[src/rtl/tpc_pkg.sv]
/*
  Shared constants of the push-button tap counter: wiper position
  layout, reset values, scan and debounce timing, control states.
  Assumes a single 100 MHz core clock feeding every module.
*/
package tpc_pkg;

  // ****************************************
  // Wiper position layout
  // ****************************************
  localparam int POS_W = 5;
  localparam int TAP_N = 32;
  localparam logic [4:0] POS_MIN = 5'h00;
  localparam logic [4:0] POS_MAX = 5'h1F;
  localparam logic [4:0] POS_RESET = 5'h00;
  localparam logic [31:0] TAP_RESET = 32'h0000_0001;

  // ****************************************
  // Timing, in printed units and in cycles
  // ****************************************
  localparam int CLK_PERIOD_NS = 10;
  localparam int NS_PER_MS = 1000000;
  localparam int DEBOUNCE_MS = 40;
  localparam int SLOW_SCAN_MS = 250;
  localparam int FAST_SCAN_MS = 50;
  localparam int FAST_AFTER_MS = 1000;
  localparam int DEBOUNCE_CYC = (DEBOUNCE_MS * NS_PER_MS + CLK_PERIOD_NS - 1) / CLK_PERIOD_NS;
  localparam int SLOW_SCAN_CYC = (SLOW_SCAN_MS * NS_PER_MS) / CLK_PERIOD_NS;
  localparam int FAST_SCAN_CYC = (FAST_SCAN_MS * NS_PER_MS) / CLK_PERIOD_NS;
  localparam int FAST_AFTER_CYC = (FAST_AFTER_MS * NS_PER_MS) / CLK_PERIOD_NS;
  // Extra settle cycles covering the input synchronisers
  localparam int SETTLE_EXTRA_CYC = 4;
  localparam int TMR_W = 27;

  // ****************************************
  // Control states
  // ****************************************
  typedef enum logic [2:0] {
    ST_RECALL = 3'b000,
    ST_SETTLE = 3'b001,
    ST_IDLE = 3'b010,
    ST_SLOW = 3'b011,
    ST_FAST = 3'b100
  } tpc_state_type;

endpackage

[src/rtl/tpc_debounce.sv]
/*
  Two-flop synchroniser and debounce filter for one active-low pin.
  Assumes the pin is asynchronous to core_clk and idles high.
*/
`timescale 1ns/1ns
`default_nettype none

module tpc_debounce
  import tpc_pkg::*;
#(
  parameter int DEB_CYC = DEBOUNCE_CYC,
  parameter int CW = TMR_W,
  parameter bit FILTER_RELEASE = 1'b1
) (
  // Clock and reset
  input wire logic core_clk,
  input wire logic reset,
  // Raw pin and filtered level
  input wire logic pin_n,
  output logic level_n
);

  // ****************************************
  // Elaboration checks
  // ****************************************
  if (DEB_CYC < 2 || DEB_CYC >= (2 ** CW)) begin : g_chk
    $error("tpc_debounce: DEB_CYC out of range");
  end

  typedef struct packed {
    logic sync1;
    logic sync2;
    logic filt;
    logic [CW-1:0] cnt;
    logic [CW-1:0] low_run;
  } tpc_deb_type;

  tpc_deb_type q_ff;
  tpc_deb_type nxt_q;

  // Filter: a new level must stand for DEB_CYC samples
  always_comb begin
    nxt_q = q_ff;
    nxt_q.sync1 = pin_n;
    nxt_q.sync2 = q_ff.sync1;
    if (q_ff.sync2 == q_ff.filt) begin
      nxt_q.cnt = '0;
    end else if (q_ff.cnt == CW'(DEB_CYC - 1)) begin
      nxt_q.filt = q_ff.sync2;
      nxt_q.cnt = '0;
    end else begin
      nxt_q.cnt = q_ff.cnt + 1'b1;
    end
    // Release passes at once where not filtered
    if (!FILTER_RELEASE && q_ff.sync2 && !q_ff.filt) begin
      nxt_q.filt = 1'b1;
      nxt_q.cnt = '0;
    end
    // Length of the current low run, for checking
    if (q_ff.sync2) begin
      nxt_q.low_run = '0;
    end else if (q_ff.low_run != CW'(DEB_CYC)) begin
      nxt_q.low_run = q_ff.low_run + 1'b1;
    end
  end

  // State register
  always_ff @(posedge core_clk) begin
    if (reset) begin
      q_ff <= '{sync1: 1'b1, sync2: 1'b1, filt: 1'b1, cnt: '0, low_run: '0};
    end else begin
      q_ff <= nxt_q;
    end
  end

  assign level_n = q_ff.filt;

  // ****************************************
  // Checks
  // ****************************************
  short_low_a: assert property (@(posedge core_clk) disable iff (reset)
    $fell(q_ff.filt) |-> q_ff.low_run == CW'(DEB_CYC))
    else $error("press accepted before debounce interval");

endmodule

`default_nettype wire

[src/rtl/tpc_tap_decode.sv]
/*
  Decodes the wiper count into a one-hot tap switch selection.
  Assumes the count comes from logic on the same clock.
*/
`timescale 1ns/1ns
`default_nettype none

module tpc_tap_decode
  import tpc_pkg::*;
(
  // Clock and reset
  input wire logic core_clk,
  input wire logic reset,
  // Count in, switch selection out
  input wire logic [4:0] pos,
  output logic [31:0] tap_sel
);

  typedef struct packed {
    logic [31:0] sel;
  } tpc_dec_type;

  tpc_dec_type q_ff;
  tpc_dec_type nxt_q;
  logic [31:0] dec;

  // One compare per tap switch
  for (genvar g = 0; g < TAP_N; g++) begin : g_tap
    assign dec[g] = (pos == 5'(g));
  end

  // Next selection
  always_comb begin
    nxt_q = q_ff;
    nxt_q.sel = dec;
  end

  // Selection register
  always_ff @(posedge core_clk) begin
    if (reset) begin
      q_ff <= '{sel: TAP_RESET};
    end else begin
      q_ff <= nxt_q;
    end
  end

  assign tap_sel = q_ff.sel;

  // ****************************************
  // Checks
  // ****************************************
  one_tap_a: assert property (@(posedge core_clk) disable iff (reset)
    $onehot(q_ff.sel) && q_ff.sel == (32'h0000_0001 << $past(pos)))
    else $error("tap selection not one-hot on count");

endmodule

`default_nettype wire

[src/rtl/tpc_top.sv]
/*
  Control logic of a push-button digital potentiometer: debounced
  raise and lower buttons drive a saturating wiper count with slow
  and fast scan, decoded to one tap switch; the count is saved to
  and recalled from an outside nonvolatile store.
  Assumes button and store-enable pins plus power_fail are
  asynchronous, and the nonvolatile recall word is valid on the
  same clock as soon as reset is released.
*/
`timescale 1ns/1ns
`default_nettype none

module tpc_top
  import tpc_pkg::*;
#(
  parameter int DEB_CYC = DEBOUNCE_CYC,
  parameter int SLOW_CYC = SLOW_SCAN_CYC,
  parameter int FAST_CYC = FAST_SCAN_CYC,
  parameter int HOLD_CYC = FAST_AFTER_CYC,
  parameter int TW = TMR_W
) (
  // Clock and reset
  input wire logic core_clk,
  input wire logic reset,
  // Button and store-enable pins
  input wire logic raise_button_n,
  input wire logic lower_button_n,
  input wire logic store_enable_n,
  output logic raise_pullup_en,
  output logic lower_pullup_en,
  // Supply monitor
  input wire logic power_fail,
  // Nonvolatile store
  input wire logic [4:0] nv_recall_data,
  output logic nv_store,
  output logic [4:0] nv_store_data,
  // Wiper
  output logic [4:0] wiper_pos,
  output logic [31:0] tap_sel,
  output logic scan_fast,
  output logic standby
);

  // ****************************************
  // Elaboration checks
  // ****************************************
  if (DEB_CYC < 2 || SLOW_CYC < 2 || FAST_CYC < 2 || HOLD_CYC < 2) begin : g_chk_min
    $error("tpc_top: timing counts must be at least 2");
  end
  if (HOLD_CYC >= (2 ** TW) || SLOW_CYC >= (2 ** TW) || FAST_CYC >= (2 ** TW) ||
      DEB_CYC + SETTLE_EXTRA_CYC >= (2 ** TW)) begin : g_chk_w
    $error("tpc_top: timer width too small");
  end

  localparam int SETTLE_CYC = DEB_CYC + SETTLE_EXTRA_CYC;

  // ****************************************
  // Input filters
  // ****************************************
  logic raise_lvl_n;
  logic lower_lvl_n;
  logic store_lvl_n;

  // Buttons release at once so stepping stops promptly
  tpc_debounce #(
    .DEB_CYC(DEB_CYC),
    .CW(TW),
    .FILTER_RELEASE(1'b0)
  ) u_raise_deb (
    .core_clk(core_clk),
    .reset(reset),
    .pin_n(raise_button_n),
    .level_n(raise_lvl_n)
  );

  tpc_debounce #(
    .DEB_CYC(DEB_CYC),
    .CW(TW),
    .FILTER_RELEASE(1'b0)
  ) u_lower_deb (
    .core_clk(core_clk),
    .reset(reset),
    .pin_n(lower_button_n),
    .level_n(lower_lvl_n)
  );

  // Store enable filtered both ways, a push and a release
  tpc_debounce #(
    .DEB_CYC(DEB_CYC),
    .CW(TW),
    .FILTER_RELEASE(1'b1)
  ) u_store_deb (
    .core_clk(core_clk),
    .reset(reset),
    .pin_n(store_enable_n),
    .level_n(store_lvl_n)
  );

  // ****************************************
  // Control state
  // ****************************************
  typedef struct packed {
    tpc_state_type state;
    logic [4:0] pos;
    logic [TW-1:0] timer;
    logic [TW-1:0] hold;
    logic dir_up;
    logic boot_high;
    logic pf_s1;
    logic pf_s2;
    logic pf_prev;
    logic store_prev;
    logic nv_store;
    logic [4:0] nv_data;
  } tpc_ctl_type;

  tpc_ctl_type q_ff;
  tpc_ctl_type nxt_q;

  logic up_pr;
  logic dn_pr;
  logic lock;
  logic held;
  logic step;
  logic step_up;
  logic pf_rise;
  logic running;

  // Qualified press and lock terms
  always_comb begin
    up_pr = ~raise_lvl_n;
    dn_pr = ~lower_lvl_n;
    lock = q_ff.boot_high & ~store_lvl_n;
    held = (q_ff.dir_up ? up_pr : dn_pr) & ~lock & ~q_ff.pf_s2;
    pf_rise = q_ff.pf_s2 & ~q_ff.pf_prev;
    running = (q_ff.state == ST_IDLE) || (q_ff.state == ST_SLOW) ||
              (q_ff.state == ST_FAST);
  end

  // Sequencer, scan timing and saves
  always_comb begin
    nxt_q = q_ff;
    step = 1'b0;
    step_up = q_ff.dir_up;
    nxt_q.nv_store = 1'b0;
    nxt_q.pf_s1 = power_fail;
    nxt_q.pf_s2 = q_ff.pf_s1;
    nxt_q.pf_prev = q_ff.pf_s2;
    nxt_q.store_prev = store_lvl_n;
    case (q_ff.state)
      ST_RECALL: begin
        // First cycle after reset: restore saved position
        nxt_q.pos = nv_recall_data;
        nxt_q.timer = '0;
        nxt_q.state = ST_SETTLE;
      end
      ST_SETTLE: begin
        // Wait for the store-enable filter, then note its level
        nxt_q.timer = q_ff.timer + 1'b1;
        if (q_ff.timer == TW'(SETTLE_CYC - 1)) begin
          nxt_q.boot_high = store_lvl_n;
          nxt_q.timer = '0;
          nxt_q.state = ST_IDLE;
        end
      end
      ST_IDLE: begin
        // First step at the end of debounce
        if (!lock && !q_ff.pf_s2 && (up_pr || dn_pr)) begin
          step = 1'b1;
          step_up = up_pr;
          nxt_q.dir_up = up_pr;
          nxt_q.timer = '0;
          nxt_q.hold = '0;
          nxt_q.state = ST_SLOW;
        end
      end
      ST_SLOW: begin
        if (!held) begin
          nxt_q.state = ST_IDLE;
        end else begin
          nxt_q.timer = q_ff.timer + 1'b1;
          nxt_q.hold = q_ff.hold + 1'b1;
          if (q_ff.hold == TW'(HOLD_CYC - 1)) begin
            nxt_q.timer = '0;
            nxt_q.state = ST_FAST;
          end else if (q_ff.timer == TW'(SLOW_CYC - 1)) begin
            step = 1'b1;
            nxt_q.timer = '0;
          end
        end
      end
      ST_FAST: begin
        if (!held) begin
          nxt_q.state = ST_IDLE;
        end else begin
          nxt_q.timer = q_ff.timer + 1'b1;
          if (q_ff.timer == TW'(FAST_CYC - 1)) begin
            step = 1'b1;
            nxt_q.timer = '0;
          end
        end
      end
      default: begin
        nxt_q.state = ST_IDLE;
      end
    endcase
    // Saturating count, no wrap at either end
    if (step) begin
      if (step_up && q_ff.pos != POS_MAX) begin
        nxt_q.pos = q_ff.pos + 5'h01;
      end else if (!step_up && q_ff.pos != POS_MIN) begin
        nxt_q.pos = q_ff.pos - 5'h01;
      end
    end
    // Automatic save on supply loss, manual save on release
    if (running) begin
      if (pf_rise && !store_lvl_n) begin
        nxt_q.nv_store = 1'b1;
        nxt_q.nv_data = q_ff.pos;
      end else if (store_lvl_n && !q_ff.store_prev) begin
        nxt_q.nv_store = 1'b1;
        nxt_q.nv_data = q_ff.pos;
      end
    end
  end

  // State register
  always_ff @(posedge core_clk) begin
    if (reset) begin
      q_ff <= '{state: ST_RECALL, pos: POS_RESET, timer: '0, hold: '0,
                dir_up: 1'b0, boot_high: 1'b0, pf_s1: 1'b0, pf_s2: 1'b0,
                pf_prev: 1'b0, store_prev: 1'b1, nv_store: 1'b0,
                nv_data: POS_RESET};
    end else begin
      q_ff <= nxt_q;
    end
  end

  // ****************************************
  // Tap decode and outputs
  // ****************************************
  tpc_tap_decode u_dec (
    .core_clk(core_clk),
    .reset(reset),
    .pos(q_ff.pos),
    .tap_sel(tap_sel)
  );

  // Pad pull-ups always on, so open buttons read high
  assign raise_pullup_en = 1'b1;
  assign lower_pullup_en = 1'b1;
  assign nv_store = q_ff.nv_store;
  assign nv_store_data = q_ff.nv_data;
  assign wiper_pos = q_ff.pos;
  assign scan_fast = (q_ff.state == ST_FAST);
  assign standby = (q_ff.state == ST_IDLE);

  // ****************************************
  // Checks
  // ****************************************
  localparam logic [TW-1:0] HOLD_LAST = TW'(HOLD_CYC - 1);

  unit_step_a: assert property (@(posedge core_clk) disable iff (reset)
    (q_ff.state != ST_RECALL) |=>
      ({1'b0, q_ff.pos} == {1'b0, $past(q_ff.pos)}) ||
      ({1'b0, q_ff.pos} == {1'b0, $past(q_ff.pos)} + 6'h01) ||
      ({1'b0, q_ff.pos} + 6'h01 == {1'b0, $past(q_ff.pos)}))
    else $error("wiper moved by more than one tap");

  top_sat_a: assert property (@(posedge core_clk) disable iff (reset)
    (step && step_up && q_ff.pos == POS_MAX) |=> q_ff.pos == POS_MAX)
    else $error("count wrapped past top tap");

  bottom_sat_a: assert property (@(posedge core_clk) disable iff (reset)
    (step && !step_up && q_ff.pos == POS_MIN) |=> q_ff.pos == POS_MIN)
    else $error("count wrapped past bottom tap");

  raise_step_a: assert property (@(posedge core_clk) disable iff (reset)
    (q_ff.state == ST_IDLE && up_pr && !lock && !q_ff.pf_s2 && q_ff.pos != POS_MAX)
      |=> q_ff.pos == $past(q_ff.pos) + 5'h01 && q_ff.state == ST_SLOW)
    else $error("raise press did not step up");

  lock_hold_a: assert property (@(posedge core_clk) disable iff (reset)
    (q_ff.state == ST_IDLE && lock) |=> q_ff.state == ST_IDLE && $stable(q_ff.pos))
    else $error("buttons acted while locked");

  release_idle_a: assert property (@(posedge core_clk) disable iff (reset)
    ((q_ff.state == ST_SLOW || q_ff.state == ST_FAST) && !held)
      |=> q_ff.state == ST_IDLE && $stable(q_ff.pos))
    else $error("stepping continued after release");

  fast_entry_a: assert property (@(posedge core_clk) disable iff (reset)
    $rose(q_ff.state == ST_FAST) |-> $past(q_ff.hold) == HOLD_LAST)
    else $error("fast scan entered at wrong time");

  store_word_a: assert property (@(posedge core_clk) disable iff (reset)
    q_ff.nv_store |-> q_ff.nv_data == $past(q_ff.pos) && $past(running))
    else $error("saved word differs from count");

  recall_load_a: assert property (@(posedge core_clk) disable iff (reset)
    (q_ff.state == ST_RECALL) |=> q_ff.pos == $past(nv_recall_data))
    else $error("recall did not load counter");

endmodule

`default_nettype wire

[config.mk]
export PLATFORM = sky130hd
export DESIGN_NAME = tpc_top
export DESIGN_NICKNAME = d
export VERILOG_FILES = /design/src/rtl/tpc_pkg.sv /design/src/rtl/tpc_debounce.sv /design/src/rtl/tpc_tap_decode.sv /design/src/rtl/tpc_top.sv
export SDC_FILE = /design/constraint.sdc
export NUM_CORES = 1
export LEC_CHECK = 0
export BUFFER_PORTS_ARGS = -buffer_cell sky130_fd_sc_hd__buf_2
export CELL_PAD_IN_SITES_DETAIL_PLACEMENT = 1
export CELL_PAD_IN_SITES_GLOBAL_PLACEMENT = 1
export CORE_MARGIN = 5
export CORE_UTILIZATION = 25
export DETAILED_ROUTE_END_ITERATION = 6
export PLACE_DENSITY_LB_ADDON = 0.1
export SYNTH_ARGS = -nofsm -noshare
export SYNTH_HDL_FRONTEND = slang
export SYNTH_HIERARCHICAL = 1
export SYNTH_SLANG_ARGS = --single-unit
[constraint.sdc]
create_clock -name core_clk -period 2.4 [get_ports core_clk]
set_clock_uncertainty 0.15 [all_clocks]
set_input_delay 0.24 -clock core_clk [delete_from_list [all_inputs] [get_ports core_clk]]
set_output_delay 0.24 -clock core_clk [all_outputs]
set_load 0.005 [all_outputs]
; ---- Yosys cells after proc, flatten, opt, wreduce, memory -nomap -nowiden
; Cells that the tools add are included.
[word_totals]
output_inout_bits = 47
register_bits = 196
word_cells = 168
inputBits = 11
[op_classes]
n_reduce_logical = 39
add_sub_neg = 7
n_bitwise = 14
muxes = 31
n_eq_ne = 52
[op_table]
columns = operator, n
row1 = "adder 27 x 1 -> 27 bit, second input constant", 5
row2 = 2-to-1 mux 27 bit, 5
row3 = one-hot mux 27 bit (5 select lines), 1
row4 = "== test 27 x 22 -> 1 bit, second input constant", 4
row5 = "== test 5 bit, second input constant", 16
row6 = 2-to-1 mux 55 bit, 1
row7 = 2-to-1 mux 54 bit, 1
row8 = one-hot mux 27 bit (2 select lines), 1
row9 = "== test 5 x 4 -> 1 bit, second input constant", 8
row10 = "== test 27 x 23 -> 1 bit, second input constant", 1
row11 = "== test 27 x 25 -> 1 bit, second input constant", 1
row12 = "== test 27 bit, second input constant", 1
row13 = "== test 5 x 3 -> 1 bit, second input constant", 4
row14 = 2-to-1 mux 5 bit, 4
row15 = 2-to-1 mux 3 bit, 5
row16 = one-hot mux 3 bit (5 select lines), 1
row17 = 2-to-1 mux 6 bit, 2
row18 = AND reduction 2 bit, 6
row19 = "== test 5 x 2 -> 1 bit, second input constant", 2
row20 = NOT 1 bit, 10
row21 = nonzero test 5 bit, 2
row22 = 2-to-1 mux 1 bit, 9
row23 = logical AND 1 bit, 8
row24 = AND reduction 4 bit, 2
row25 = other kinds (22), 43

; ---- Logic depth before layout (Yosys ltp)
[logic_depth]
depth_word = 12
depth_mapped = 9
ltp_nobuf = 9

; ---- Cells and area by module
; Netlist, hierarchy kept.
[by_module_without_submodules]
columns = module, cells_each, seq_area_each_um2, n_inst, area_per_inst_um2
row1 = tpc_top, 482, 1481.4, 1, 3965.1
row2 = tpc_debounce (u_lower_deb ...), 168, 600.6, 2, 1539.0
row3 = tpc_debounce (u_store_deb), 164, 600.6, 1, 1426.4
row4 = tpc_tap_decode, 80, 640.6, 1, 895.9

; ---- Worst setup path after synthesis
; OpenSTA, ideal clock, no wires.
[synth_timing]
path_kind = register -> register
start = reg q_ff[71] (netlist name)
end = reg q_ff, in the netlist wiper_pos[0]
path_slack_ns = -0.211
setup_time_ns = 0.067
required_time_ns = 2.183
synth_period_minus_slack_ns = 2.611
stages_incl_launch_ff = 9
t_arrival_ns = 2.394
path_buffers = 1
cell_sequence = dfxtp_1 > buf_2 > or3b_4 > nor4_4 > mux2i_1 > and2_1 > o22ai_2 > mux2_4 > a21oi_2
[synth_lines]
columns = item, line_no
row1 = "end signal, assigned", tpc_top.sv:230  ; q_ff <= '{state: ST_RECALL, pos: POS_RESET, timer: '0, hold: '0,
row2 = "end signal, assigned", tpc_top.sv:235  ; q_ff <= nxt_q;
row3 = "end, declared", tpc_top.sv:117  ; tpc_ctl_type q_ff;

==> flow_summary.json <==
{
  "synth_flop_cell": "dfxtp_1",
  "antenna_cells": 0,
  "clockPowerShare": 0.398,
  "pwr_density_cell_mw_per_mm2": 594,
  "ff2ff_path_depth": 7,
  "drv_cap": 0,
  "grt_overflow": 0,
  "placed_area_mm2": 0.0107,
  "wl_per_cell_um": 15.8,
  "drt-met1-wl_um": 13100,
  "die_w_um": 204,
  "internal_power_w": 0.00522,
  "clock.fmax_mhz": 402,
  "portBuffers": 55,
  "htreeDepth": 4,
  "synth_cell_types": 86,
  "synth_top_area_frac": 0.419,
  "ys_ff_latch": 196,
  "path_clk_slew_ps": 70,
  "drt_iter0_drc": 266,
  "cp_max_fo": 2,
  "whs_endpoint": "wiper_pos[4]",
  "route.vias.total": 8139,
  "setup_viol": 3,
  "synthTopCellsByArea": "dfxtp_1 (42%), nor2_1 (5.0%), xnor2_1 (3.4%)",
  "required_ps": 2620,
  "gp_congestion": 0.718,
  "min_path_cells": 4,
  "critPathLaunchType": "flip-flop",
  "worst-slew-pin-transition_ps": 531,
  "reg2reg_slack_ps": -80,
  "peakVddDrop_mv": 0.417,
  "drive_above_1_share": 0.276,
  "rsz0062_at_grt": "yes",
  "postSynthAreaPerCell_um2": 8.82,
  "yosysSeqAreaShare": 0.419,
  "grt_pass1_wl_um": 43800,
  "antenna_found_initial": 0,
  "status": "complete, but fails checks",
  "period_needed_ps": 2480,
  "utilization": 0.323,
  "setup_slack_ps": -84.9,
  "core.rowCount": 70,
  "slew_violations": 0,
  "syn_to_final_growth_pct": 26.9,
  "nFillCells": 4298,
  "firstDrtPassIters": 4,
  "num_io_pins": 58,
  "grt_start_max_net_pins": 28,
  "dp_hpwl_um": 18900,
  "worst_r2r_endpoint": "wiper_pos[0]",
  "wl_met3_um": 439,
  "p_switching_w": 0.00185,
  "synthArstFlopShare": 0,
  "crit_arrival_ps": 2710,
  "grt_pass1_vias": 8437,
  "cts.sinks": 196,
  "synth_area_mm2": 0.00937,
  "wl_met2_um": 12900,
  "drc": 0,
  "totalWireLength_um": 26600,
  "hold_viol": 0,
  "timing.setup.tns_ps": -196,
  "clock_latency_ps": 450,
  "violations": "negative setup slack",
  "clockBufferDepth": 2,
  "dr.max_layer_used": "met4",
  "die_area_mm2": 0.0414,
  "core_area_mm2": 0.0368,
  "syn_inst": 1062,
  "period_share": 1.04,
  "cts_root_buf": "clkbuf_16",
  "slew_headroom": 0.641,
  "cts_tree": "built",
  "initial_core_util": 0.255,
  "via_per_inst": 4.82,
  "synth_edf_count": 0,
  "grt.total_usage": 0.128,
  "p_leak_nw": 4.10,
  "ys_warn_count": 6,
  "fp.dieH_um": 204,
  "timing.rr.start": "q_ff[54]",
  "synth_largest_area_cell": "dfxtp_1",
  "cp-end-kind": "flip-flop",
  "hold_start": "nv_recall_data[4]",
  "seqPwrFrac": 0.474,
  "sw_frac_of_total": 0.262,
  "worstSetupPathType": "flip-flop to flip-flop",
  "ant_nets": 0,
  "combPwrFrac": 0.128,
  "numCtsBuffers": 17,
  "final_cell_area_mm2": 0.0119,
  "worstHoldPathType": "input pin to flip-flop",
  "nets": 1227
}
==> registers in the layout, summed over array words and instances (netlist names) <==
signal	flops
nv_store_data	5
u_raise_deb/level_n	1
u_lower_deb/nxt_q	1
u_lower_deb/q_ff	28
u_lower_deb/level_n	1
nv_store	1
u_raise_deb/nxt_q	1
u_dec/tap_sel	32
nxt_q	2
u_raise_deb/q_ff	28
u_store_deb/q_ff	28
u_store_deb/nxt_q	1
q_ff	61
wiper_pos	5
u_store_deb/level_n	1
==> critical path: stages, from the launching register on <==
cell     delay (ps)
dfxtp_2         330
or4_4           530
or4_4           470
nor2_4          120
nor4b_4         230
o22ai_2         140
mux2_4          320
a21oi_2         130
==> per-stage QoR <==
| stage | cells | total power [W] | setup slack, ps | hold WS, ps |
|---|---|---|---|---|
| 2_1_floorplan | 1063 | 0.00386 | -8.17 | 179 |
| 3_3_place_gp | 1636 | 0.00417 | -64.1 | 241 |
| 3_5_place_dp | 1636 | 0.00416 | -97.0 | 248 |
| 4_1_cts | 1678 | 0.00709 | -98.6 | 39.6 |
| 5_1_grt | 1687 | 0.00743 | -166 | 88.6 |
| 6_report | 1687 | 0.00706 | -84.9 | 70.7 |
==> layer usage <==
metal	vias up	GRT usage
li1	4111	-
met1	3981	0.166
met2	37	0.218
met3	10	0.0251
met4	0	0.0325
met5	-	0
==> power groups by stage <==
stage	clock [W]	sequential, W	combinational [W]
2_1_floorplan	0	0.00343	0.000423
3_3_place_gp	0	0.00342	0.000746
3_5_place_dp	0	0.00342	0.000738
4_1_cts	0.00297	0.00335	0.000770
5_1_grt	0.00308	0.00336	0.000991
6_report	0.00281	0.00335	0.000906
==> kinds of logic after synthesis <==
logic type,synth area share
adders and majority gates,0.0134
other,0.000400
muxes,0.0148
DFF,0.419
AOI/OAI and AO/OA,0.124
buffers and inverters,0.0542
and+or+nand+nor,0.311
xor gates and xnor gates,0.0627
==> worst max path at each step <==
| stage | start | endpoint | depth (start not counted) |
|---|---|---|---|
| finish | q_ff[54] | wiper_pos[0] | 7 |
| global route | q_ff[54] | wiper_pos[0] | 7 |
| floorplan | q_ff[71] | wiper_pos[0] | 8 |
| detailed placement | q_ff[54] | wiper_pos[0] | 7 |
| global placement | q_ff[54] | q_ff[43] | 7 |
| CTS | q_ff[54] | wiper_pos[0] | 7 |
==> synthesized netlist by cell type (all sizes together), types with 4 or more instances <==
cell and n:
and3 22, a31oi 5, and4 13, or3 33, nor3 39, nand2 76, or4 31, a21oi 51
xnor2 36, mux2 4, a211oi 22, o21ai 36, o31ai 27, o2111ai 4, nand4 31, nor2 125
nor4b 6, nor4 22, nor2b 8, mux2i 9, ha 10, xor2 31, nand3 50, or2 18
inv 33, dfxtp 196, and2 14, buf 40, nand2b 6, or4b 4, clkbuf 15
==> layout make-up <==
class                           instances  area (µm²)  area share
Clock inverter                         11         104     0.00874
Clock buffer                           21         460      0.0387
Multi-Input combinational cell        777        5350       0.450
Timing Repair Buffer                  181        1320       0.111
Inverter                               33         124      0.0104
Tap cell                              468         586      0.0493
Sequential cell                       196        3940       0.331
==> repair_timing <==
item / in CTS / in global routing
pin swaps: 9 / 27
setup endpoints to repair: 29 / 38
setup buffers: 4 / 6
hold buffers: 6 / 0
gates cloned: 0 / 3
resized for setup: 16 / 77
hold endpoints to repair: 6 / 0
==> cells in the final DEF, fill, tap and decap left out, drive strengths merged, types with 23 or more instances in the layout <==
cell type,n
o21ai,36
nor3,39
nand2,76
dfxtp,196
clkbuf,23
inv,34
o31ai,27
nand3,50
buf,173
or4,31
a21oi,51
xnor2,36
nor2,125
xor2,31
or3,33
nand4,31
Note: power is estimated with default switching activity, not from simulation.
